--- config.mk ---
export PLATFORM = sky130hd
export DESIGN_NAME = ucb_uart_front
export DESIGN_NICKNAME = d
export VERILOG_FILES = /design/src/design/ucb_pkg.sv /design/src/design/ucb_uart_front.sv /design/src/design/ucb_rate_div.sv
export SDC_FILE = /design/constraint.sdc
export NUM_CORES = 1
export LEC_CHECK = 0
export ABC_AREA = 0
export BUFFER_PORTS_ARGS = -buffer_cell sky130_fd_sc_hd__clkbuf_2
export CAP_MARGIN = 10
export CORE_UTILIZATION = 60
export CTS_CLUSTER_DIAMETER = 60
export DETAILED_ROUTE_END_ITERATION = 8
export PLACE_DENSITY = 0.82
export RECOVER_POWER = 50
export SETUP_SLACK_MARGIN = 0.1
export SLEW_MARGIN = 20
export SYNTH_ARGS = -nofsm -noshare
export SYNTH_HDL_FRONTEND = slang
export SYNTH_SLANG_ARGS = --single-unit
export TNS_END_PERCENT = 100
--- constraint.sdc ---
create_clock -name i_sys_clk -period 5.74 [get_ports i_sys_clk]
set_clock_uncertainty 0.05 [all_clocks]
set_input_delay 0.861 -clock i_sys_clk [delete_from_list [all_inputs] [get_ports i_sys_clk]]
set_output_delay 0.861 -clock i_sys_clk [all_outputs]
set_load 0.02 [all_outputs]
--- src/design/ucb_pkg.sv ---
/*
 * Constants, field positions and state encodings shared by the UART
 * configuration and holding-register front end and its baud divider.
 * Assumes one 250 MHz system clock and byte-wide register ports.
 */
// What this block does
// - Activate bit 30h[0] powers the UART
// - Select bit F0h[2] inverts transmit and receive
// - Select bit 1 picks standby or system reset
// - Select bit 0 picks external baud clock
// - Line control bit 7 is divisor access flag
// - Flag set: offsets 0/1 reach divisor bytes
// - Characters travel least significant bit first
// - Receive shift register feeds readable receive buffer
// - Transmit shift loads only after previous character
// - Offset 0: write transmit, read receive buffer
// - Divisor low byte read/write, resets zero
// - Runtime registers at host BAR, EC base
// - Divider yields sixteen times the bit rate
// - Divisor byte write reloads the baud counter
// - Divisor 0 divides by three, 1 inverts
// - Divisor high bit 7 picks fast internal clock
package ucb_pkg;

	// Configuration space indices and field positions
	localparam logic [7:0] UCB_CFG_ACTIVATE = 8'h30;
	localparam logic [7:0] UCB_CFG_SELECT = 8'hF0;
	localparam int UCB_ACT_BIT = 0;
	localparam int UCB_POL_BIT = 2;
	localparam int UCB_PWR_BIT = 1;
	localparam int UCB_CLK_BIT = 0;
	localparam logic UCB_PWR_RESET = 1'h1;

	// Runtime register offsets
	localparam logic [2:0] UCB_RT_DATA = 3'h0;
	localparam logic [2:0] UCB_RT_IER = 3'h1;
	localparam logic [2:0] UCB_RT_IIR = 3'h2;
	localparam logic [2:0] UCB_RT_LCR = 3'h3;
	localparam logic [2:0] UCB_RT_MCR = 3'h4;
	localparam logic [2:0] UCB_RT_LSR = 3'h5;
	localparam logic [2:0] UCB_RT_MSR = 3'h6;
	localparam logic [2:0] UCB_RT_SCR = 3'h7;
	localparam logic [31:0] UCB_RT_SPAN = 32'h0000_0008;
	localparam logic [31:0] UCB_EC_RT_BASE = 32'h000F_1C00;

	// Runtime field positions and fixed values
	localparam int UCB_DIVISOR_ACCESS_FLAG_BIT = 7;
	localparam int UCB_FAST_CLK_BIT = 7;
	localparam logic [7:0] UCB_IER_MASK = 8'h0F;
	localparam logic [7:0] UCB_IIR_NONE = 8'h01;
	localparam int UCB_LSR_DR = 0;
	localparam int UCB_LSR_THRE = 5;
	localparam int UCB_LSR_TEMT = 6;

	// Serial timing in sixteenth-bit ticks
	localparam logic [3:0] UCB_OS_LAST = 4'hF;
	localparam logic [3:0] UCB_OS_MID = 4'h7;
	localparam logic [2:0] UCB_LAST_BIT = 3'h7;
	localparam logic [15:0] UCB_DIV_ZERO_PERIOD = 16'h0003;
	localparam logic [15:0] UCB_LOW_COUNTS = 16'h0002;

	// Transmit and receive engine states, one-hot
	typedef enum logic [3:0] {
		UCB_TX_IDLE = 4'b0001,
		UCB_TX_START = 4'b0010,
		UCB_TX_DATA = 4'b0100,
		UCB_TX_STOP = 4'b1000
	} ucb_tx_e;

	typedef enum logic [3:0] {
		UCB_RX_IDLE = 4'b0001,
		UCB_RX_START = 4'b0010,
		UCB_RX_DATA = 4'b0100,
		UCB_RX_STOP = 4'b1000
	} ucb_rx_e;

endpackage

--- src/design/ucb_uart_front.sv ---
/*
 * UART configuration registers, runtime register map with divisor
 * overlay, double-buffered transmit and receive holding registers.
 * Assumes register strobes and serial input are synchronous to i_sys_clk;
 * source clocks arrive as one-cycle enables.
 */
`timescale 1ns/10ps
`default_nettype none
module ucb_uart_front
	import ucb_pkg::*;
(
	// Clock and resets
	input wire logic i_sys_clk,
	input wire logic i_reset,
	input wire logic i_standby_reset_n,
	input wire logic i_system_reset_n,
	// Configuration port
	input wire logic i_cfg_wr,
	input wire logic i_cfg_rd,
	input wire logic [7:0] i_cfg_index,
	input wire logic [7:0] i_cfg_wdata,
	output logic [7:0] o_cfg_rdata,
	// Runtime port, host or EC
	input wire logic i_rt_wr,
	input wire logic i_rt_rd,
	input wire logic i_rt_from_ec,
	input wire logic [31:0] i_rt_addr,
	input wire logic [31:0] i_host_bar,
	input wire logic [7:0] i_rt_wdata,
	output logic [7:0] o_rt_rdata,
	output logic o_rt_ack,
	// Baud clock sources
	input wire logic i_tick_int_slow,
	input wire logic i_tick_int_fast,
	input wire logic i_tick_ext,
	// Serial pins
	input wire logic i_uart_rx,
	output logic o_uart_tx,
	output logic o_baud_clk
);

	// Whole state of the block
	typedef struct packed {
		logic act; // Device powered
		logic pol; // Pin inversion
		logic pwr; // Reset domain select
		logic clksrc; // External baud clock
		logic [7:0] dll; // Divisor low
		logic [7:0] dlh; // Clock select and divisor high
		logic [3:0] ier; // Interrupt enables, stored only
		logic [7:0] lcr; // Line control incl. access flag
		logic [7:0] mcr; // Modem control, stored only
		logic [7:0] scr; // Scratch
		logic [7:0] rbr; // Receive buffer
		logic dr; // Receive buffer full
		logic [7:0] thr; // Transmit buffer
		logic thr_full; // Transmit buffer waiting
		ucb_tx_e tx_st;
		logic [7:0] tx_sh;
		logic [2:0] tx_bit;
		logic [3:0] tx_os;
		logic tx_line; // Line level before inversion
		logic txo; // Registered pin
		ucb_rx_e rx_st;
		logic [7:0] rx_sh;
		logic [2:0] rx_bit;
		logic [3:0] rx_os;
		logic rx_q; // Registered, de-inverted receive pin
		logic [7:0] cfg_rdata;
		logic [7:0] rt_rdata;
		logic rt_ack;
	} ucb_state_s;

	ucb_state_s st_ff;
	ucb_state_s nxt_st;
	logic uart_rst; // Reset chosen by power select
	logic divisor_access_flag; // Divisor access flag
	logic [31:0] rt_base;
	logic [31:0] rt_off;
	logic rt_hit;
	logic [2:0] ofs;
	logic src_tick;
	logic div_reload;
	logic os_tick;
	logic [15:0] divisor;

	////////////////////////////////////////////////////////////////////////////
	// Reset domain, decode and clock source selection
	assign uart_rst = i_reset ||
		(st_ff.pwr ? !i_standby_reset_n : !i_system_reset_n);
	assign divisor_access_flag = st_ff.lcr[UCB_DIVISOR_ACCESS_FLAG_BIT];
	assign rt_base = i_rt_from_ec ? UCB_EC_RT_BASE : i_host_bar;
	assign rt_off = i_rt_addr - rt_base;
	// Powered-down device answers no runtime access
	assign rt_hit = st_ff.act && (rt_off < UCB_RT_SPAN);
	assign ofs = rt_off[2:0];
	assign src_tick = st_ff.clksrc ? i_tick_ext :
		(st_ff.dlh[UCB_FAST_CLK_BIT] ? i_tick_int_fast : i_tick_int_slow);
	// Bit 7 of the high byte is the clock select, not divisor
	assign divisor = {1'b0, st_ff.dlh[6:0], st_ff.dll};
	assign div_reload = uart_rst || !st_ff.act ||
		(i_rt_wr && rt_hit && divisor_access_flag && (ofs == UCB_RT_DATA || ofs == UCB_RT_IER));

	// Sixteen-times baud divider
	ucb_rate_div #(
		.W(16)
	) u_div (
		.i_sys_clk(i_sys_clk),
		.i_reset(i_reset),
		.i_src_tick(src_tick),
		.i_divisor(divisor),
		.i_reload(div_reload),
		.o_baud_level(o_baud_clk),
		.o_baud_tick(os_tick)
	);

	assign o_cfg_rdata = st_ff.cfg_rdata;
	assign o_rt_rdata = st_ff.rt_rdata;
	assign o_rt_ack = st_ff.rt_ack;
	assign o_uart_tx = st_ff.txo;

	////////////////////////////////////////////////////////////////////////////
	// Next state of registers, transmitter and receiver
	always_comb begin
		nxt_st = st_ff;
		nxt_st.rx_q = i_uart_rx ^ st_ff.pol;
		nxt_st.rt_ack = (i_rt_rd || i_rt_wr) && rt_hit;

		// Configuration writes: reserved bits are never stored
		if (i_cfg_wr && i_cfg_index == UCB_CFG_ACTIVATE) begin
			nxt_st.act = i_cfg_wdata[UCB_ACT_BIT];
		end
		if (i_cfg_wr && i_cfg_index == UCB_CFG_SELECT) begin
			nxt_st.pol = i_cfg_wdata[UCB_POL_BIT];
			nxt_st.pwr = i_cfg_wdata[UCB_PWR_BIT];
			nxt_st.clksrc = i_cfg_wdata[UCB_CLK_BIT];
		end
		// Configuration reads, reserved bits as zero
		if (i_cfg_rd) begin
			nxt_st.cfg_rdata = 8'h00;
			if (i_cfg_index == UCB_CFG_ACTIVATE) begin
				nxt_st.cfg_rdata[UCB_ACT_BIT] = st_ff.act;
			end else if (i_cfg_index == UCB_CFG_SELECT) begin
				nxt_st.cfg_rdata[UCB_POL_BIT] = st_ff.pol;
				nxt_st.cfg_rdata[UCB_PWR_BIT] = st_ff.pwr;
				nxt_st.cfg_rdata[UCB_CLK_BIT] = st_ff.clksrc;
			end
		end

		// Runtime writes; offset 0 and 1 follow the access flag
		if (i_rt_wr && rt_hit) begin
			unique case (ofs)
				UCB_RT_DATA: begin
					if (divisor_access_flag) begin
						nxt_st.dll = i_rt_wdata;
					end else begin
						// A write into a full buffer replaces the waiting byte
						nxt_st.thr = i_rt_wdata;
						nxt_st.thr_full = 1'b1;
					end
				end
				UCB_RT_IER: begin
					if (divisor_access_flag) begin
						nxt_st.dlh = i_rt_wdata;
					end else begin
						nxt_st.ier = i_rt_wdata[3:0] & UCB_IER_MASK[3:0];
					end
				end
				UCB_RT_LCR: nxt_st.lcr = i_rt_wdata;
				UCB_RT_MCR: nxt_st.mcr = i_rt_wdata;
				UCB_RT_SCR: nxt_st.scr = i_rt_wdata;
				default: begin
					// Control and status offsets ignore writes here
				end
			endcase
		end

		// Runtime reads, data registered
		if (i_rt_rd && rt_hit) begin
			unique case (ofs)
				UCB_RT_DATA: begin
					nxt_st.rt_rdata = divisor_access_flag ? st_ff.dll : st_ff.rbr;
					if (!divisor_access_flag) begin
						nxt_st.dr = 1'b0;
					end
				end
				UCB_RT_IER: nxt_st.rt_rdata = divisor_access_flag ? st_ff.dlh : {4'h0, st_ff.ier};
				UCB_RT_IIR: nxt_st.rt_rdata = UCB_IIR_NONE;
				UCB_RT_LCR: nxt_st.rt_rdata = st_ff.lcr;
				UCB_RT_MCR: nxt_st.rt_rdata = st_ff.mcr;
				UCB_RT_LSR: begin
					nxt_st.rt_rdata = 8'h00;
					nxt_st.rt_rdata[UCB_LSR_DR] = st_ff.dr;
					nxt_st.rt_rdata[UCB_LSR_THRE] = !st_ff.thr_full;
					nxt_st.rt_rdata[UCB_LSR_TEMT] = !st_ff.thr_full &&
						(st_ff.tx_st == UCB_TX_IDLE);
				end
				UCB_RT_MSR: nxt_st.rt_rdata = 8'h00;
				UCB_RT_SCR: nxt_st.rt_rdata = st_ff.scr;
				default: nxt_st.rt_rdata = 8'h00;
			endcase
		end

		// Transmitter: shift register takes the buffer only when idle
		unique case (st_ff.tx_st)
			UCB_TX_IDLE: begin
				nxt_st.tx_line = 1'b1;
				if (st_ff.thr_full && st_ff.act) begin
					nxt_st.tx_sh = st_ff.thr;
					nxt_st.thr_full = (i_rt_wr && rt_hit && !divisor_access_flag && ofs == UCB_RT_DATA);
					nxt_st.tx_os = 4'h0;
					nxt_st.tx_bit = 3'h0;
					nxt_st.tx_line = 1'b0;
					nxt_st.tx_st = UCB_TX_START;
				end
			end
			UCB_TX_START, UCB_TX_DATA, UCB_TX_STOP: begin
				if (os_tick) begin
					nxt_st.tx_os = st_ff.tx_os + 4'h1;
					if (st_ff.tx_os == UCB_OS_LAST) begin
						if (st_ff.tx_st == UCB_TX_START) begin
							nxt_st.tx_line = st_ff.tx_sh[0];
							nxt_st.tx_st = UCB_TX_DATA;
						end else if (st_ff.tx_st == UCB_TX_DATA) begin
							if (st_ff.tx_bit == UCB_LAST_BIT) begin
								nxt_st.tx_line = 1'b1;
								nxt_st.tx_st = UCB_TX_STOP;
							end else begin
								nxt_st.tx_sh = {1'b0, st_ff.tx_sh[7:1]};
								nxt_st.tx_line = st_ff.tx_sh[1];
								nxt_st.tx_bit = st_ff.tx_bit + 3'h1;
							end
						end else begin
							// Stop bit done, next character may load
							nxt_st.tx_st = UCB_TX_IDLE;
						end
					end
				end
			end
			default: nxt_st.tx_st = UCB_TX_IDLE;
		endcase

		// Receiver: start confirmed mid-bit, then sampled every 16 ticks
		unique case (st_ff.rx_st)
			UCB_RX_IDLE: begin
				if (os_tick && !st_ff.rx_q) begin
					nxt_st.rx_os = 4'h0;
					nxt_st.rx_st = UCB_RX_START;
				end
			end
			UCB_RX_START, UCB_RX_DATA, UCB_RX_STOP: begin
				if (os_tick) begin
					nxt_st.rx_os = st_ff.rx_os + 4'h1;
					if (st_ff.rx_st == UCB_RX_START && st_ff.rx_os == UCB_OS_MID) begin
						// A glitch shorter than half a bit is dropped
						nxt_st.rx_st = st_ff.rx_q ? UCB_RX_IDLE : UCB_RX_DATA;
						nxt_st.rx_os = 4'h0;
						nxt_st.rx_bit = 3'h0;
					end else if (st_ff.rx_st == UCB_RX_DATA && st_ff.rx_os == UCB_OS_LAST) begin
						nxt_st.rx_sh = {st_ff.rx_q, st_ff.rx_sh[7:1]};
						nxt_st.rx_bit = st_ff.rx_bit + 3'h1;
						if (st_ff.rx_bit == UCB_LAST_BIT) begin
							nxt_st.rx_st = UCB_RX_STOP;
						end
					end else if (st_ff.rx_st == UCB_RX_STOP && st_ff.rx_os == UCB_OS_LAST) begin
						// Transfer wins over a same-cycle read clear
						nxt_st.rbr = st_ff.rx_sh;
						nxt_st.dr = 1'b1;
						nxt_st.rx_st = UCB_RX_IDLE;
					end
				end
			end
			default: nxt_st.rx_st = UCB_RX_IDLE;
		endcase

		// Powered down: engines idle, line at mark
		if (!st_ff.act) begin
			nxt_st.tx_st = UCB_TX_IDLE;
			nxt_st.rx_st = UCB_RX_IDLE;
			nxt_st.tx_line = 1'b1;
		end
		nxt_st.txo = nxt_st.tx_line ^ st_ff.pol;

		// Runtime reset from selected domain
		if (uart_rst) begin
			nxt_st.dll = 8'h00;
			nxt_st.dlh = 8'h00;
			nxt_st.ier = 4'h0;
			nxt_st.lcr = 8'h00;
			nxt_st.mcr = 8'h00;
			nxt_st.scr = 8'h00;
			nxt_st.rbr = 8'h00;
			nxt_st.dr = 1'b0;
			nxt_st.thr = 8'h00;
			nxt_st.thr_full = 1'b0;
			nxt_st.tx_st = UCB_TX_IDLE;
			nxt_st.tx_sh = 8'h00;
			nxt_st.tx_bit = 3'h0;
			nxt_st.tx_os = 4'h0;
			nxt_st.tx_line = 1'b1;
			nxt_st.txo = !st_ff.pol;
			nxt_st.rx_st = UCB_RX_IDLE;
			nxt_st.rx_sh = 8'h00;
			nxt_st.rx_bit = 3'h0;
			nxt_st.rx_os = 4'h0;
			nxt_st.rt_rdata = 8'h00;
			nxt_st.rt_ack = 1'b0;
		end
		// Configuration reset
		if (i_reset) begin
			nxt_st.act = 1'b0;
			nxt_st.pol = 1'b0;
			nxt_st.pwr = UCB_PWR_RESET;
			nxt_st.clksrc = 1'b0;
			nxt_st.cfg_rdata = 8'h00;
			nxt_st.txo = 1'b1;
			nxt_st.rx_q = 1'b1;
		end
	end

	// State register
	always_ff @(posedge i_sys_clk) begin
		st_ff <= nxt_st;
	end

	////////////////////////////////////////////////////////////////////////////
	// Checks
	AST_ACT_READ: assert property (@(posedge i_sys_clk) disable iff (i_reset)
		(i_cfg_rd && i_cfg_index == UCB_CFG_ACTIVATE) |=> o_cfg_rdata == {7'h00, $past(st_ff.act)})
		else $error("activate read wrong");
	AST_IDLE_POL: assert property (@(posedge i_sys_clk) disable iff (uart_rst)
		(st_ff.tx_st == UCB_TX_IDLE && !(st_ff.thr_full && st_ff.act)) |=>
		o_uart_tx == !$past(st_ff.pol))
		else $error("idle line polarity wrong");
	AST_PWR_DEFAULT: assert property (@(posedge i_sys_clk)
		i_reset ##1 !i_reset ##1
		(i_cfg_rd && i_cfg_index == UCB_CFG_SELECT && !i_reset) |=>
		o_cfg_rdata == 8'h02)
		else $error("select register reset value wrong");
	AST_EXT_SRC: assert property (@(posedge i_sys_clk) disable iff (uart_rst)
		(st_ff.clksrc && !i_tick_ext) |-> !os_tick)
		else $error("baud tick without external source tick");
	AST_DIVISOR_ACCESS_FLAG_LOW: assert property (@(posedge i_sys_clk) disable iff (uart_rst)
		(i_rt_wr && rt_hit && divisor_access_flag && ofs == UCB_RT_DATA) |=>
		st_ff.dll == $past(i_rt_wdata) && st_ff.thr == $past(st_ff.thr))
		else $error("divisor low write misrouted");
	AST_RBR_READ: assert property (@(posedge i_sys_clk) disable iff (uart_rst)
		(i_rt_rd && rt_hit && !divisor_access_flag && ofs == UCB_RT_DATA) |=>
		o_rt_rdata == $past(st_ff.rbr) && o_rt_ack)
		else $error("receive buffer read wrong");
	AST_LSB_FIRST: assert property (@(posedge i_sys_clk) disable iff (uart_rst || !st_ff.act)
		(st_ff.tx_st == UCB_TX_START && os_tick && st_ff.tx_os == UCB_OS_LAST) |=>
		o_uart_tx == ($past(st_ff.tx_sh[0]) ^ st_ff.pol))
		else $error("first data bit is not bit 0");
	AST_RX_XFER: assert property (@(posedge i_sys_clk) disable iff (uart_rst || !st_ff.act)
		(st_ff.rx_st == UCB_RX_STOP && os_tick && st_ff.rx_os == UCB_OS_LAST) |=>
		st_ff.dr && st_ff.rbr == $past(st_ff.rx_sh))
		else $error("receive transfer missing");
	AST_TX_HOLD: assert property (@(posedge i_sys_clk) disable iff (uart_rst)
		(st_ff.thr_full && st_ff.tx_st != UCB_TX_IDLE) |=> st_ff.thr_full)
		else $error("buffer taken while shifting");
	AST_EC_BASE: assert property (@(posedge i_sys_clk) disable iff (uart_rst)
		(i_rt_rd && i_rt_from_ec && i_rt_addr == UCB_EC_RT_BASE && st_ff.act) |=> o_rt_ack)
		else $error("EC base not decoded");
	COV_TX_DONE: cover property (@(posedge i_sys_clk) disable iff (uart_rst)
		st_ff.tx_st == UCB_TX_STOP ##1 st_ff.tx_st == UCB_TX_IDLE);
	COV_RX_CHAR: cover property (@(posedge i_sys_clk) disable iff (uart_rst)
		!$past(st_ff.dr) && st_ff.dr);
	COV_DLH_WRITE: cover property (@(posedge i_sys_clk) disable iff (uart_rst)
		i_rt_wr && rt_hit && divisor_access_flag && ofs == UCB_RT_IER);

endmodule
`default_nettype wire

--- src/design/ucb_rate_div.sv ---
/*
 * Baud divider: counts source-clock ticks and emits the sixteen-times
 * bit-rate clock level plus a one-cycle tick per output period.
 * Assumes the source clock arrives as a one-cycle enable per period.
 */
`timescale 1ns/10ps
`default_nettype none
module ucb_rate_div
	import ucb_pkg::*;
#(
	parameter int W = 16
) (
	// Clock and hold
	input wire logic i_sys_clk,
	input wire logic i_reset,
	// Source and divisor
	input wire logic i_src_tick,
	input wire logic [W-1:0] i_divisor,
	input wire logic i_reload,
	// Divided clock
	output logic o_baud_level,
	output logic o_baud_tick
);

	// Counter and output level
	typedef struct packed {
		logic [W-1:0] cnt;
		logic lvl;
	} ucb_div_s;

	ucb_div_s st_ff;
	ucb_div_s nxt_st;
	logic [W-1:0] period; // Zero divisor behaves as three

	assign period = (i_divisor == '0) ? W'(UCB_DIV_ZERO_PERIOD) : i_divisor;
	assign o_baud_tick = i_src_tick && (st_ff.cnt == '0) && !i_reload;
	assign o_baud_level = st_ff.lvl;

	////////////////////////////////////////////////////////////////////////////
	// Next-state: reload on divisor write, from the divisor as it stood before the write
	always_comb begin
		nxt_st = st_ff;
		if (i_reset || i_reload) begin
			nxt_st.cnt = period - W'(1);
			nxt_st.lvl = 1'b0;
		end else if (i_src_tick) begin
			nxt_st.cnt = (st_ff.cnt == '0) ? period - W'(1) : st_ff.cnt - W'(1);
			if (period <= W'(2)) begin
				// One or two: toggling gives the inverse or a 50% halving
				nxt_st.lvl = !st_ff.lvl;
			end else begin
				// Low for two counts, high for the rest
				nxt_st.lvl = (nxt_st.cnt < period - W'(UCB_LOW_COUNTS));
			end
		end
		// Divide by one: level is the inverse of the source enable; a source
		// faster than half the system clock cannot be shown this way
		if (!i_reset && !i_reload && period == W'(1)) begin
			nxt_st.lvl = !i_src_tick;
		end
	end

	// State register
	always_ff @(posedge i_sys_clk) begin
		st_ff <= nxt_st;
	end

	AST_RELOAD: assert property (@(posedge i_sys_clk) disable iff (i_reset)
		i_reload |=> st_ff.cnt == $past(period) - W'(1))
		else $error("divisor write did not reload counter");
	AST_DIV_ZERO: assert property (@(posedge i_sys_clk) disable iff (i_reset)
		(i_reload && i_divisor == '0) |=> st_ff.cnt == W'(2))
		else $error("zero divisor not treated as three");
	COV_DIV_TICK: cover property (@(posedge i_sys_clk) disable iff (i_reset) o_baud_tick);

endmodule
`default_nettype wire

-- After elaboration in Yosys (flattened, before gate mapping)
Index checks and enable logic that the tools add are counted.
- $add $sub $neg: 8
- $lt $le $gt $ge: 3
- equality and inequality tests: 34
- muxes and demuxes: 61
- bitwise operators: 6
- reduce and logical (&&, ||, !) cells: 63
- operators by type and width (cell ; count):
    $pmux 8 s8 ; 1
    $mux 11 ; 5
    $mux 4 ; 11
    $mux 20 ; 2
    $mux 17 ; 2
    $logic_not 16->1 ; 2
    $lt 32x4->1 const B ; 1
    $mux 32 ; 1
    $pmux 16 s2 ; 1
    $sub 16x1->16 const B ; 2
    $sub 32x32->32 ; 1
    $mux 15 ; 2
    $mux 8 ; 3
    $pmux 4 s2 ; 3
    $mux 1 ; 23
    $mux 21 ; 1
    $reduce_and 3->1 ; 7
    $logic_and 1x1->1 ; 20
    $mux 19 ; 1
    $eq 3x3->1 const B ; 6
    $eq 16x1->1 const B ; 1
    $eq 4x4->1 const B ; 4
    $le 16x2->1 const B ; 1
    $lt 16x16->1 ; 1
    29 further kinds ; 73
- register bits: 136
- input port bits: 101
- logic and storage cells: 205

-- Longest topological paths before layout
Gate-level depths: netlist of the first run.
- depth after elaboration: 15
- mapped depth: 26

-- By module
A second synthesis of the first run with hierarchy kept.
- cells, all modules: 1285
- area, all modules: 10089.7 um^2
- by module, submodules not included (module ; times used ; cells each ; area each (um^2) ; sequential area each (um^2)):
    ucb_uart_front ; 1 ; 1033 ; 8005.2 ; 2382.3
    ucb_rate_div ; 1 ; 252 ; 2084.5 ; 510.5

-- Worst setup path after synthesis of the first run
Ideal clock, no wire load.
- path kind: register -> register
- start point: reg st_ff (netlist bit divisor[0])
- end point: reg u_div.st_ff (netlist bit u_div.o_baud_level) (data pin)
- library setup time: 0.167 ns
- arrival time: 4.545 ns
- required time: 5.523 ns
- slack: 0.978 ns
- cell stages (with the launch flop): 23
- buffers on the path: 1
- cells stage by stage: dfxtp_1 > clkbuf_1 > inv_1 > ha_1 > nand2_1 > nand2_1 > inv_1 > ha_1 > nand2_1 > or3_1 > or3_1 > or3_1 > nor4_1 > xnor2_1 > a21oi_1 > ha_1 > nor2b_1 > o21ai_0 > nand2b_1 > a221oi_1 > o21ai_0 > mux2_2 > a211oi_1
- RTL lines (element ; line ; RTL):
    from (decl) ; ucb_uart_front.sv:74 ; ucb_state_s st_ff;
    from (signal assigned) ; ucb_uart_front.sv:323 ; st_ff <= nxt_st;
    to (signal assigned) ; ucb_rate_div.sv:65 ; st_ff <= nxt_st;
    to (decl) ; ucb_rate_div.sv:31 ; ucb_div_s st_ff;

==> results of run 1 <==
==> layer usage <==
layer,GRT usage,vias up,share of wire
met2,0.512,393,0.46
met3,0.0548,73,0.071
met4,0.123,0,0.028
met5,0,-,0
li1,-,4804,-
met1,0.401,4543,0.44
==> sequential cells by signal, indices dropped and copies added (netlist names) <==
signal	count
o_uart_tx	1
o_rt_rdata	8
u_div.o_baud_level	1
u_div.st_ff	16
o_rt_ack	1
st_ff	90
o_cfg_rdata	3
divisor	15
divisor_access_flag	1
==> final cells by class <==
| type | count | share of cell area |
|---|---|---|
| Clock buffer | 20 | 0.0400 |
| Clock inverter | 11 | 0.0107 |
| Inverter | 19 | 0.00625 |
| Multi-Input combinational cell | 1038 | 0.597 |
| Sequential cell | 136 | 0.255 |
| Tap cell | 220 | 0.0241 |
| Timing Repair Buffer | 144 | 0.0677 |
==> worst max-delay path, cell delays in order <==
cell and delay [ns]:
clkbuf_2 0.32, nand2b_1 0.31, ha_1 0.29, nor2b_1 0.15, o31ai_2 0.49, a211oi_2 0.24, o21a_1 0.26, or3_1 0.34
a2111oi_0 0.52, and4_1 0.33, nand4_2 0.34, and2_0 0.47, nand2_1 0.29, mux2i_1 0.26
==> path summary, 6_finish.rpt <==
| path | to | cells after the start |
|---|---|---|
| hold reg to reg | o_rt_rdata[7] | 2 |
| hold / removal | o_rt_rdata[7] | 2 |
| setup / recovery | u_div.st_ff[1] | 14 |
| setup reg to reg | u_div.o_baud_level | 24 |
==> kinds of logic (layout without fill, tap and decap cells) <==
| family | after synthesis | count (layout) | share of synthesized area |
|---|---|---|---|
| simple gates | 528 | 528 | 0.261 |
| compound gates | 293 | 293 | 0.188 |
| flops | 136 | 136 | 0.283 |
| buf+inv | 113 | 194 | 0.0507 |
| mux | 104 | 104 | 0.102 |
| fa+ha+maj | 59 | 59 | 0.0729 |
| xor+xnor | 49 | 49 | 0.0419 |
| other cells | 1 | 5 | 0.000366 |
==> power groups by stage <==
stage / sequential (mW) / clock, mW / combinational (mW)
after detailed placement: 0.983 / 0 / 0.419
after global routing: 0.961 / 1.13 / 0.466
final: 0.962 / 1.08 / 0.428
after CTS: 0.962 / 1.09 / 0.422
after global placement: 0.983 / 0 / 0.413
after floorplan: 0.982 / 0 / 0.293
==> layout by cell type, fill, tap and decap left out, types with 15 or more instances in the layout <==
| cell | Yosys | layout |
|---|---|---|
| inv_1 | 19 | 19 |
| xnor2_1 | 32 | 32 |
| clkbuf_1 | 58 | 24 |
| clkbuf_16 | 0 | 17 |
| nor2_1 | 182 | 182 |
| nand2b_1 | 38 | 38 |
| nand2_1 | 92 | 93 |
| o21ai_0 | 37 | 37 |
| a31oi_1 | 15 | 15 |
| mux2i_1 | 101 | 101 |
| ha_1 | 58 | 58 |
| clkbuf_2 | 0 | 94 |
| a21oi_1 | 100 | 99 |
| nor3_1 | 29 | 28 |
| buf_4 | 19 | 26 |
| nand4_1 | 22 | 25 |
| or3_1 | 19 | 19 |
| o21a_1 | 15 | 15 |
| a21o_1 | 20 | 20 |
| xor2_1 | 17 | 17 |
| edfxtp_1 | 17 | 17 |
| nand3_1 | 43 | 44 |
| dfxtp_1 | 119 | 109 |
==> through the flow <==
stage / setup slack, ns / hold WS (ns) / area (sq um) / power [mW]
2_1_floorplan: 0.978 / 0.382 / 10300 / 1.27
3_3_place_gp: 0.283 / 0.391 / 10900 / 1.40
3_5_place_dp: 0.187 / 0.397 / 10900 / 1.40
4_1_cts: 0.424 / 0.411 / 11500 / 2.47
5_1_grt: 0.0733 / 0.423 / 11400 / 2.56
6_report: 0.453 / 0.407 / 11400 / 2.47
==> repair_timing <==
item | 4_1_cts | 5_1_grt
hold buffers | 0 | 0
resized for setup | 0 | 12
buffers inserted | 0 | 0
endpoints found under the setup margin | 0 | 1
==> flow_summary_export.csv, run 1 <==
group,metric,value,unit
hold_path,hp-start,"o_rt_rdata[7]",
die,initial_core_util,0.615,
clock_tree,clk_latency,0.43,ns
global_routing,grt_pass1_wl,44.5,mm
synthesis,synth-seq-area-share,0.283,
synthesis,synth_top_area_frac,0.233,
clock_tree,clkTransAtPathRegs,0.06,ns
final_layout,antenna_cells,0,
place,place_inst,1557,
clock_tree,cts_buffer_depth,2,
clock_tree,cts_root_buf,"clkbuf_16",
final_layout,post-route-util,0.686,
timing,slew_violations,0,
setup_path,cp-end-kind,"flop",
timing,worstMarginPinSlew,0.881,ns
power_and_ir_drop,power_frac_clock,0.438,
final_layout,fillers,1343,
routing,drt_iter0_markers,771,
clock_tree,cts_buffers,17,
power_and_ir_drop,switchingPower,0.692,mW
clock_tree,cts_max_level,4,
power_and_ir_drop,peakVddDrop,187,uV
routing,ant_nets,0,
setup_path,crit_start,"i_rt_from_ec",
flow_run,maxCapViolations,0,
setup_path,rrSetupSlack,0.45,ns
power_and_ir_drop,seqPwrFrac,0.389,
setup_path,required,5.95,ns
die,coreArea,16600,sq um
timing,period_minus_slack,5.29,ns
timing,tns,0,ns
final_layout,syn2layout_area_growth,11.5,%
global_routing,grt_max_degree,77,
routing,firstDrtPassIters,5,
timing,finalCritPeriodShare,0.921,
setup_path,path_max_fanout,32,
routing,vias,9813,
die,die_h,133,um
synthesis,synth-seq-cells,136,
timing,finalHoldViolCount,0,
place,globalplace.congestion,0.952,
setup_path,crit_type,"in -> reg",
die,io_pins,120,
synthesis,syn_area,10200,sq um
global_routing,track_usage,0.310,
power_and_ir_drop,comb_power_share,0.173,
place,dp_hpwl,19.9,mm
synthesis,yosysTopAreaCell,"dfxtp_1",
synthesis,synth_edf_count,17,
global_routing,grt.overflow.total,0,
synthesis,synth_warnings,0,
final_layout,fin_nets,1516,
timing,timing.fmax,189,MHz
power_and_ir_drop,switching_share,0.280,
timing,setup_viol,0,
clock_tree,cts.sinks,136,
routing,vias_per_cell,6.18,
run_status,status,"finished, final reports clean",
final_layout,multi_input_area,6810,sq um
setup_path,start_kind,"primary input",
routing,wl_per_cell,17.0,um
synthesis,synth.avg_cell_area,7.98,sq um
timing,slew_headroom,0.413,
synthesis,netlist-cell-type-count,82,
power_and_ir_drop,p_per_area,217,nW/um^2
synthesis,synthTopCellsByArea,"dfxtp_1 23%, mux2i_1 9.9%, ha_1 7.1%",
synthesis,ys_top_cells_by_count,"182 x nor2_1, 119 x dfxtp_1, 101 x mux2i_1, 100 x a21oi_1, 92 x nand2_1",
final_layout,layout.area.seq,2910,sq um
place,place.port_buffers,109,
synthesis,yosysMostFrequentCell,"nor2_1",
synthesis,async_flop_share,0,
setup_path,reg2reg_from,"divisor[13]",
global_routing,first_global_vias,9290,
hold_path,worstHoldPathType,"reg -> reg",
synthesis,netlist_instances,1283,
setup_path,worst_ep_arrival_time,5.49,ns
power_and_ir_drop,p_leak,4.94,nW
synthesis,synth_ff_type,"dfxtp_1",
final_layout,final_cell_count_no_fill,1588,
die,placementRows,47,
timing,grt_setup_unrepaired,"false",
routing,drc_errors,0,
die,dieArea,17600,sq um
power_and_ir_drop,p_int,1.78,mW
routing,routed_wl,27.1,mm
final_layout,drive_gt1_frac,0.138,
clock_tree,cts_tree,"built",
die,die_x,133,um
global_routing,grt_antenna_before_repair,0,
Power figures use the tool's default switching activity.
==> inputs of run 2 (changes only) <==
Settings changed: CELL_PAD_IN_SITES_DETAIL_PLACEMENT set to 1, CELL_PAD_IN_SITES_GLOBAL_PLACEMENT set to 2, CORE_UTILIZATION 60 to 35, PLACE_DENSITY 0.82 to not set, PLACE_DENSITY_LB_ADDON set to 0.1.
==> flow_summary_export.csv, run 2 (synthesis results as in run 1) <==
group,metric,value,unit
run_status,status,"finished, final reports clean",
die,dieArea,29900,sq um
clock_tree,cts_max_level,4,
die,io_pins,120,
timing,worstMarginPinSlew,1.07,ns
clock_tree,cts_tree,"built",
setup_path,required,5.96,ns
global_routing,first_global_vias,9809,
setup_path,crit_type,"in -> reg",
setup_path,path_max_fanout,18,
power_and_ir_drop,peakVddDrop,174,uV
final_layout,drive_gt1_frac,0.147,
global_routing,track_usage,0.217,
power_and_ir_drop,power_frac_clock,0.443,
power_and_ir_drop,comb_power_share,0.177,
final_layout,fillers,3520,
die,placementRows,62,
clock_tree,cts_root_buf,"clkbuf_16",
timing,tns,0,ns
final_layout,post-route-util,0.410,
routing,wl_per_cell,17.9,um
setup_path,timing.rr.end,"u_div.o_baud_level",
timing,grt_setup_unrepaired,"false",
place,place.port_buffers,109,
clock_tree,clkTransAtPathRegs,0.07,ns
setup_path,rrSetupSlack,0.60,ns
timing,setup_ws,0.588,ns
global_routing,grt.overflow.total,0,
power_and_ir_drop,p_int,1.75,mW
die,initial_core_util,0.357,
global_routing,grt_antenna_before_repair,0,
timing,slew_headroom,0.283,
global_routing,grt_pass1_wl,52.6,mm
hold_path,min_to,"o_rt_rdata[7]",
power_and_ir_drop,p_per_area,215,nW/um^2
final_layout,final_cell_count_no_fill,1762,
timing,finalHoldViolCount,0,
timing,finalCritPeriodShare,0.898,
global_routing,grt_max_degree,58,
timing,timing.fmax,194,MHz
final_layout,antenna_cells,0,
final_layout,fin_nets,1525,
final_layout,final_common_cell,"nor2_1",
die,die_x,173,um
final_layout,syn2layout_area_growth,15.0,%
hold_path,worstHoldPathType,"reg -> reg",
clock_tree,ctsHoldBuffers,0,
flow_run,maxCapViolations,0,
clock_tree,cts_buffers,17,
clock_tree,cts_buffer_depth,2,
power_and_ir_drop,switching_share,0.309,
setup_path,reg2reg_from,"divisor[9]",
timing,period_minus_slack,5.15,ns
power_and_ir_drop,seqPwrFrac,0.380,
routing,ant_nets,0,
place,place_inst,1730,
final_layout,largest_reg_flops,90,
place,globalplace.congestion,0.830,
routing,drt_iter0_markers,480,
setup_path,worst_ep_arrival_time,5.38,ns
final_layout,largest-register,"st_ff",
timing,slew_violations,0,
hold_path,hp-start,"o_rt_rdata[7]",
die,coreArea,28700,sq um
place,dp_hpwl,24.9,mm
final_layout,layout_common_cells,"182 x nor2_1, 115 x dfxtp_1, 101 x a21oi_1, 101 x mux2i_1, 97 x clkbuf_2",
timing,setup_viol,0,
place,dp_slack,0.424,ns
clock_tree,clk_latency,0.43,ns
setup_path,start_kind,"primary input",
routing,vias,9641,
routing,routed_wl,31.6,mm
setup_path,cp-end-kind,"flop",
routing,vias_per_cell,5.47,
routing,firstDrtPassIters,5,
power_and_ir_drop,switchingPower,0.780,mW
clock_tree,cts.sinks,136,
setup_path,rr_worst_depth,24,
power_and_ir_drop,p_leak,5.07,nW
die,die_h,173,um
routing,drc_errors,0,
hold_path,whs_path_depth,2,
[run 2: worst max-delay path, stage by stage]
cell and delay, ns:
clkbuf_2 0.21, nand2b_1 0.21, ha_1 0.30, buf_4 0.15, o211a_2 0.18, o31ai_2 0.13, a211oi_1 0.72, o21ai_0 0.34
a2111oi_0 0.57, o21ai_0 0.17, a22oi_1 0.27, clkbuf_1 0.21, nand4_2 0.15, nand2_1 0.45, buf_4 0.24, nor2_1 0.05
a21oi_1 0.15
[run 2: per-stage QoR]
stage / hold slack [ns] / power, mW / area [sq um]
floorplan: 0.382 / 1.27 / 10300
global placement: 0.391 / 1.43 / 11200
detailed placement: 0.407 / 1.43 / 11200
CTS: 0.419 / 2.57 / 11800
global route: 0.435 / 2.64 / 11800
finish: 0.410 / 2.53 / 11800
[run 2: area by class of cell]
cell class                 count  area, sq um  share of cell area
clock buffer                  17          425              0.0361
timing repair buffer         153          896              0.0761
tap                          384          480              0.0408
clock inverter                15          179              0.0152
multi-input combinational   1038         6820               0.579
inverter                      19         71.3             0.00606
sequential                   136         2900               0.246
[run 2: what timing repair did]
action	4_1_cts	5_1_grt
resized for setup	0	5
setup buffers	0	0
endpoints found under the setup margin	0	1
[run 2: power groups by stage]
| stage | Sequential, mW | Clock, mW | Combinational, mW |
|---|---|---|---|
| after floorplan | 0.982 | 0 | 0.293 |
| after global placement | 0.983 | 0 | 0.449 |
| after detailed placement | 0.983 | 0 | 0.451 |
| after CTS | 0.961 | 1.15 | 0.453 |
| after global routing | 0.960 | 1.19 | 0.496 |
| final | 0.961 | 1.12 | 0.447 |
[run 2: worst max-delay path by stage]
stage	from	end	slack, ns
after detailed placement	i_rt_from_ec	st_ff[103]	0.42
final	i_rt_from_ec	u_div.st_ff[12]	0.59
after CTS	divisor[11]	u_div.o_baud_level	0.49
after global routing	i_rt_from_ec	u_div.st_ff[12]	0.06
after floorplan	divisor[0]	u_div.o_baud_level	0.98
after global placement	i_rt_from_ec	st_ff[103]	0.48
[run 2: per-layer routing]
layer	GRT usage	vias up	share of wire
met1	0.292	4667	0.49
met3	0.0215	36	0.022
met5	0	-	0
met2	0.369	138	0.47
met4	0.0557	0	0.015
li1	-	4800	-
==> inputs of run 3 (changes only) <==
Clock period 5.74 ns to 5.8 ns, I/O delays scaled along.
==> flow_summary_export.csv, run 3 (synthesis results as in run 1) <==
group,metric,value,unit
power_and_ir_drop,switchingPower,0.776,mW
die,die_h,173,um
timing,timing.fmax,188,MHz
setup_path,cp-end-kind,"flop",
clock_tree,ctsHoldBuffers,0,
place,globalplace.congestion,0.826,
timing,finalHoldViolCount,0,
run_status,status,"finished, final reports clean",
power_and_ir_drop,seqPwrFrac,0.379,
timing,grt_setup_unrepaired,"false",
timing,slew_violations,0,
final_layout,fillers,3497,
setup_path,worstPathCellList,"nor2_1, nand3_1, nor3_2, nand2_1, nand2_1, inv_1, ha_1, nand2_1, or3_1, or3_1, or3_1, nor2_1, xnor2_1, a21oi_1, ha_1, a21o_1, a21oi_1, nor2b_1, o21ai_0, nand2b_1, a221oi_1, o21ai_0, mux2_2, a211oi_1",
timing,finalCritPeriodShare,0.915,
final_layout,syn2layout_area_growth,14.4,%
clock_tree,cts_buffers,17,
hold_path,worstHoldPathType,"reg -> reg",
clock_tree,clkTransAtPathRegs,0.07,ns
final_layout,drive_gt1_frac,0.139,
setup_path,required,5.99,ns
power_and_ir_drop,power_frac_clock,0.443,
final_layout,antenna_cells,0,
final_layout,largest_reg_flops,90,
routing,drt_iter0_markers,484,
setup_path,crit_type,"reg -> reg",
routing,wl_per_cell,17.9,um
setup_path,path_max_fanout,6,
power_and_ir_drop,comb_power_share,0.178,
global_routing,grt_pass1_wl,52.3,mm
clock_tree,cts_max_level,4,
timing,worstMarginPinSlew,0.996,ns
timing,setup_viol,0,
timing,hold_slack,0.404,ns
clock_tree,cts_tree,"built",
timing,tns,0,ns
die,placementRows,62,
die,coreArea,28700,sq um
place,place.port_buffers,109,
place,dp_hpwl,24.8,mm
global_routing,first_global_vias,9890,
die,io_pins,120,
routing,routed_wl,31.5,mm
clock_tree,cts.sinks,136,
routing,vias_per_cell,5.42,
routing,ant_nets,0,
setup_path,rrSetupSlack,0.49,ns
final_layout,final_common_cell,"nor2_1",
power_and_ir_drop,power.total,2.51,mW
power_and_ir_drop,p_per_area,214,nW/um^2
routing,vias,9537,
setup_path,start_kind,"flop",
final_layout,post-route-util,0.408,
global_routing,grt.overflow.total,0,
clock_tree,cts_buffer_depth,2,
power_and_ir_drop,peakVddDrop,210,uV
routing,drc_errors,0,
global_routing,grt_antenna_before_repair,0,
die,die_x,173,um
setup_path,path_buf_inv,1,
place,place_inst,1729,
power_and_ir_drop,switching_share,0.310,
setup_path,slowest_delay,0.51,ns
power_and_ir_drop,p_int,1.73,mW
global_routing,track_usage,0.215,
final_layout,layout_common_cells,"182 x nor2_1, 117 x dfxtp_1, 101 x a21oi_1, 101 x mux2i_1, 96 x clkbuf_2",
setup_path,worst_ep_arrival_time,5.49,ns
setup_path,slowest_stage,"dfxtp_1",
power_and_ir_drop,p_leak,5.01,nW
routing,firstDrtPassIters,4,
global_routing,grt_max_degree,56,
die,dieArea,29900,sq um
flow_run,maxCapViolations,0,
final_layout,final_cell_count_no_fill,1761,
timing,period_minus_slack,5.31,ns
setup_path,cpLargestDelayFamily,"simple AND/OR/NAND/NOR gates",
final_layout,fin_nets,1524,
die,initial_core_util,0.357,
final_layout,largest-register,"st_ff",
clock_tree,clk_latency,0.44,ns
timing,slew_headroom,0.333,
clock_tree,cts_root_buf,"clkbuf_16",
## run 3: cell types whose count changed in the layout (fill, tap and decap cells not counted), sizes merged
cell | previous run | this run
buf | 40 | 34
clkbuf | 130 | 135
## run 3: power groups by stage
stage / Sequential, mW / Clock (mW) / Combinational (mW)
final: 0.951 / 1.11 / 0.447
after global routing: 0.951 / 1.17 / 0.494
after CTS: 0.951 / 1.14 / 0.449
after detailed placement: 0.972 / 0 / 0.446
after global placement: 0.972 / 0 / 0.444
after floorplan: 0.972 / 0 / 0.290
## run 3: final timing paths
kind,cells after the start,endpoint,startpoint
max,24,u_div.o_baud_level,divisor[7]
min,2,st_ff[53],st_ff[66]
max reg2reg,24,u_div.o_baud_level,divisor[7]
min reg2reg,2,st_ff[53],st_ff[66]
## run 3: worst register-to-register path, stage by stage (launching register included)
cell and delay [ns]:
dfxtp_1 0.51, nor2_1 0.15, nand3_1 0.13, nor3_2 0.07, nand2_1 0.11, nand2_1 0.10, inv_1 0.14, ha_1 0.23
nand2_1 0.12, or3_1 0.38, or3_1 0.40, or3_1 0.40, nor2_1 0.14, xnor2_1 0.17, a21oi_1 0.13, ha_1 0.35
a21o_1 0.17, a21oi_1 0.16, nor2b_1 0.06, o21ai_0 0.18, nand2b_1 0.09, a221oi_1 0.23, o21ai_0 0.13, mux2_2 0.29
a211oi_1 0.24
## run 3: area by class of cell
type / instances / area (sq um) / share of cell area
sequential: 136 / 2900 / 0.247
timing repair buffer: 152 / 843 / 0.0720
clock inverter: 15 / 174 / 0.0148
multi-input combinational: 1038 / 6820 / 0.583
clock buffer: 17 / 425 / 0.0363
tap: 384 / 480 / 0.0410
inverter: 19 / 71.3 / 0.00609
## run 3: stage by stage
step	area [sq um]	worst slack [ns]
floorplan	10300	1.04
global placement	11200	0.213
detailed placement	11200	0.206
CTS	11800	0.456
global route	11700	0.106
finish	11700	0.494
## run 3: what timing repair did
item / 4_1_cts / 5_1_grt
endpoints found under the setup margin: 0 / 1
gates resized for setup: 0 / 3
setup buffers: 0 / 0
## run 3: metal layers
metal	share of wire	vias up	routed length (um)	GRT usage
met3	0.023	27	708	0.0251
li1	-	4807	-	-
met5	0	-	0	0
met4	0.012	0	375	0.0468
met2	0.48	124	15100	0.378
met1	0.49	4579	15300	0.280
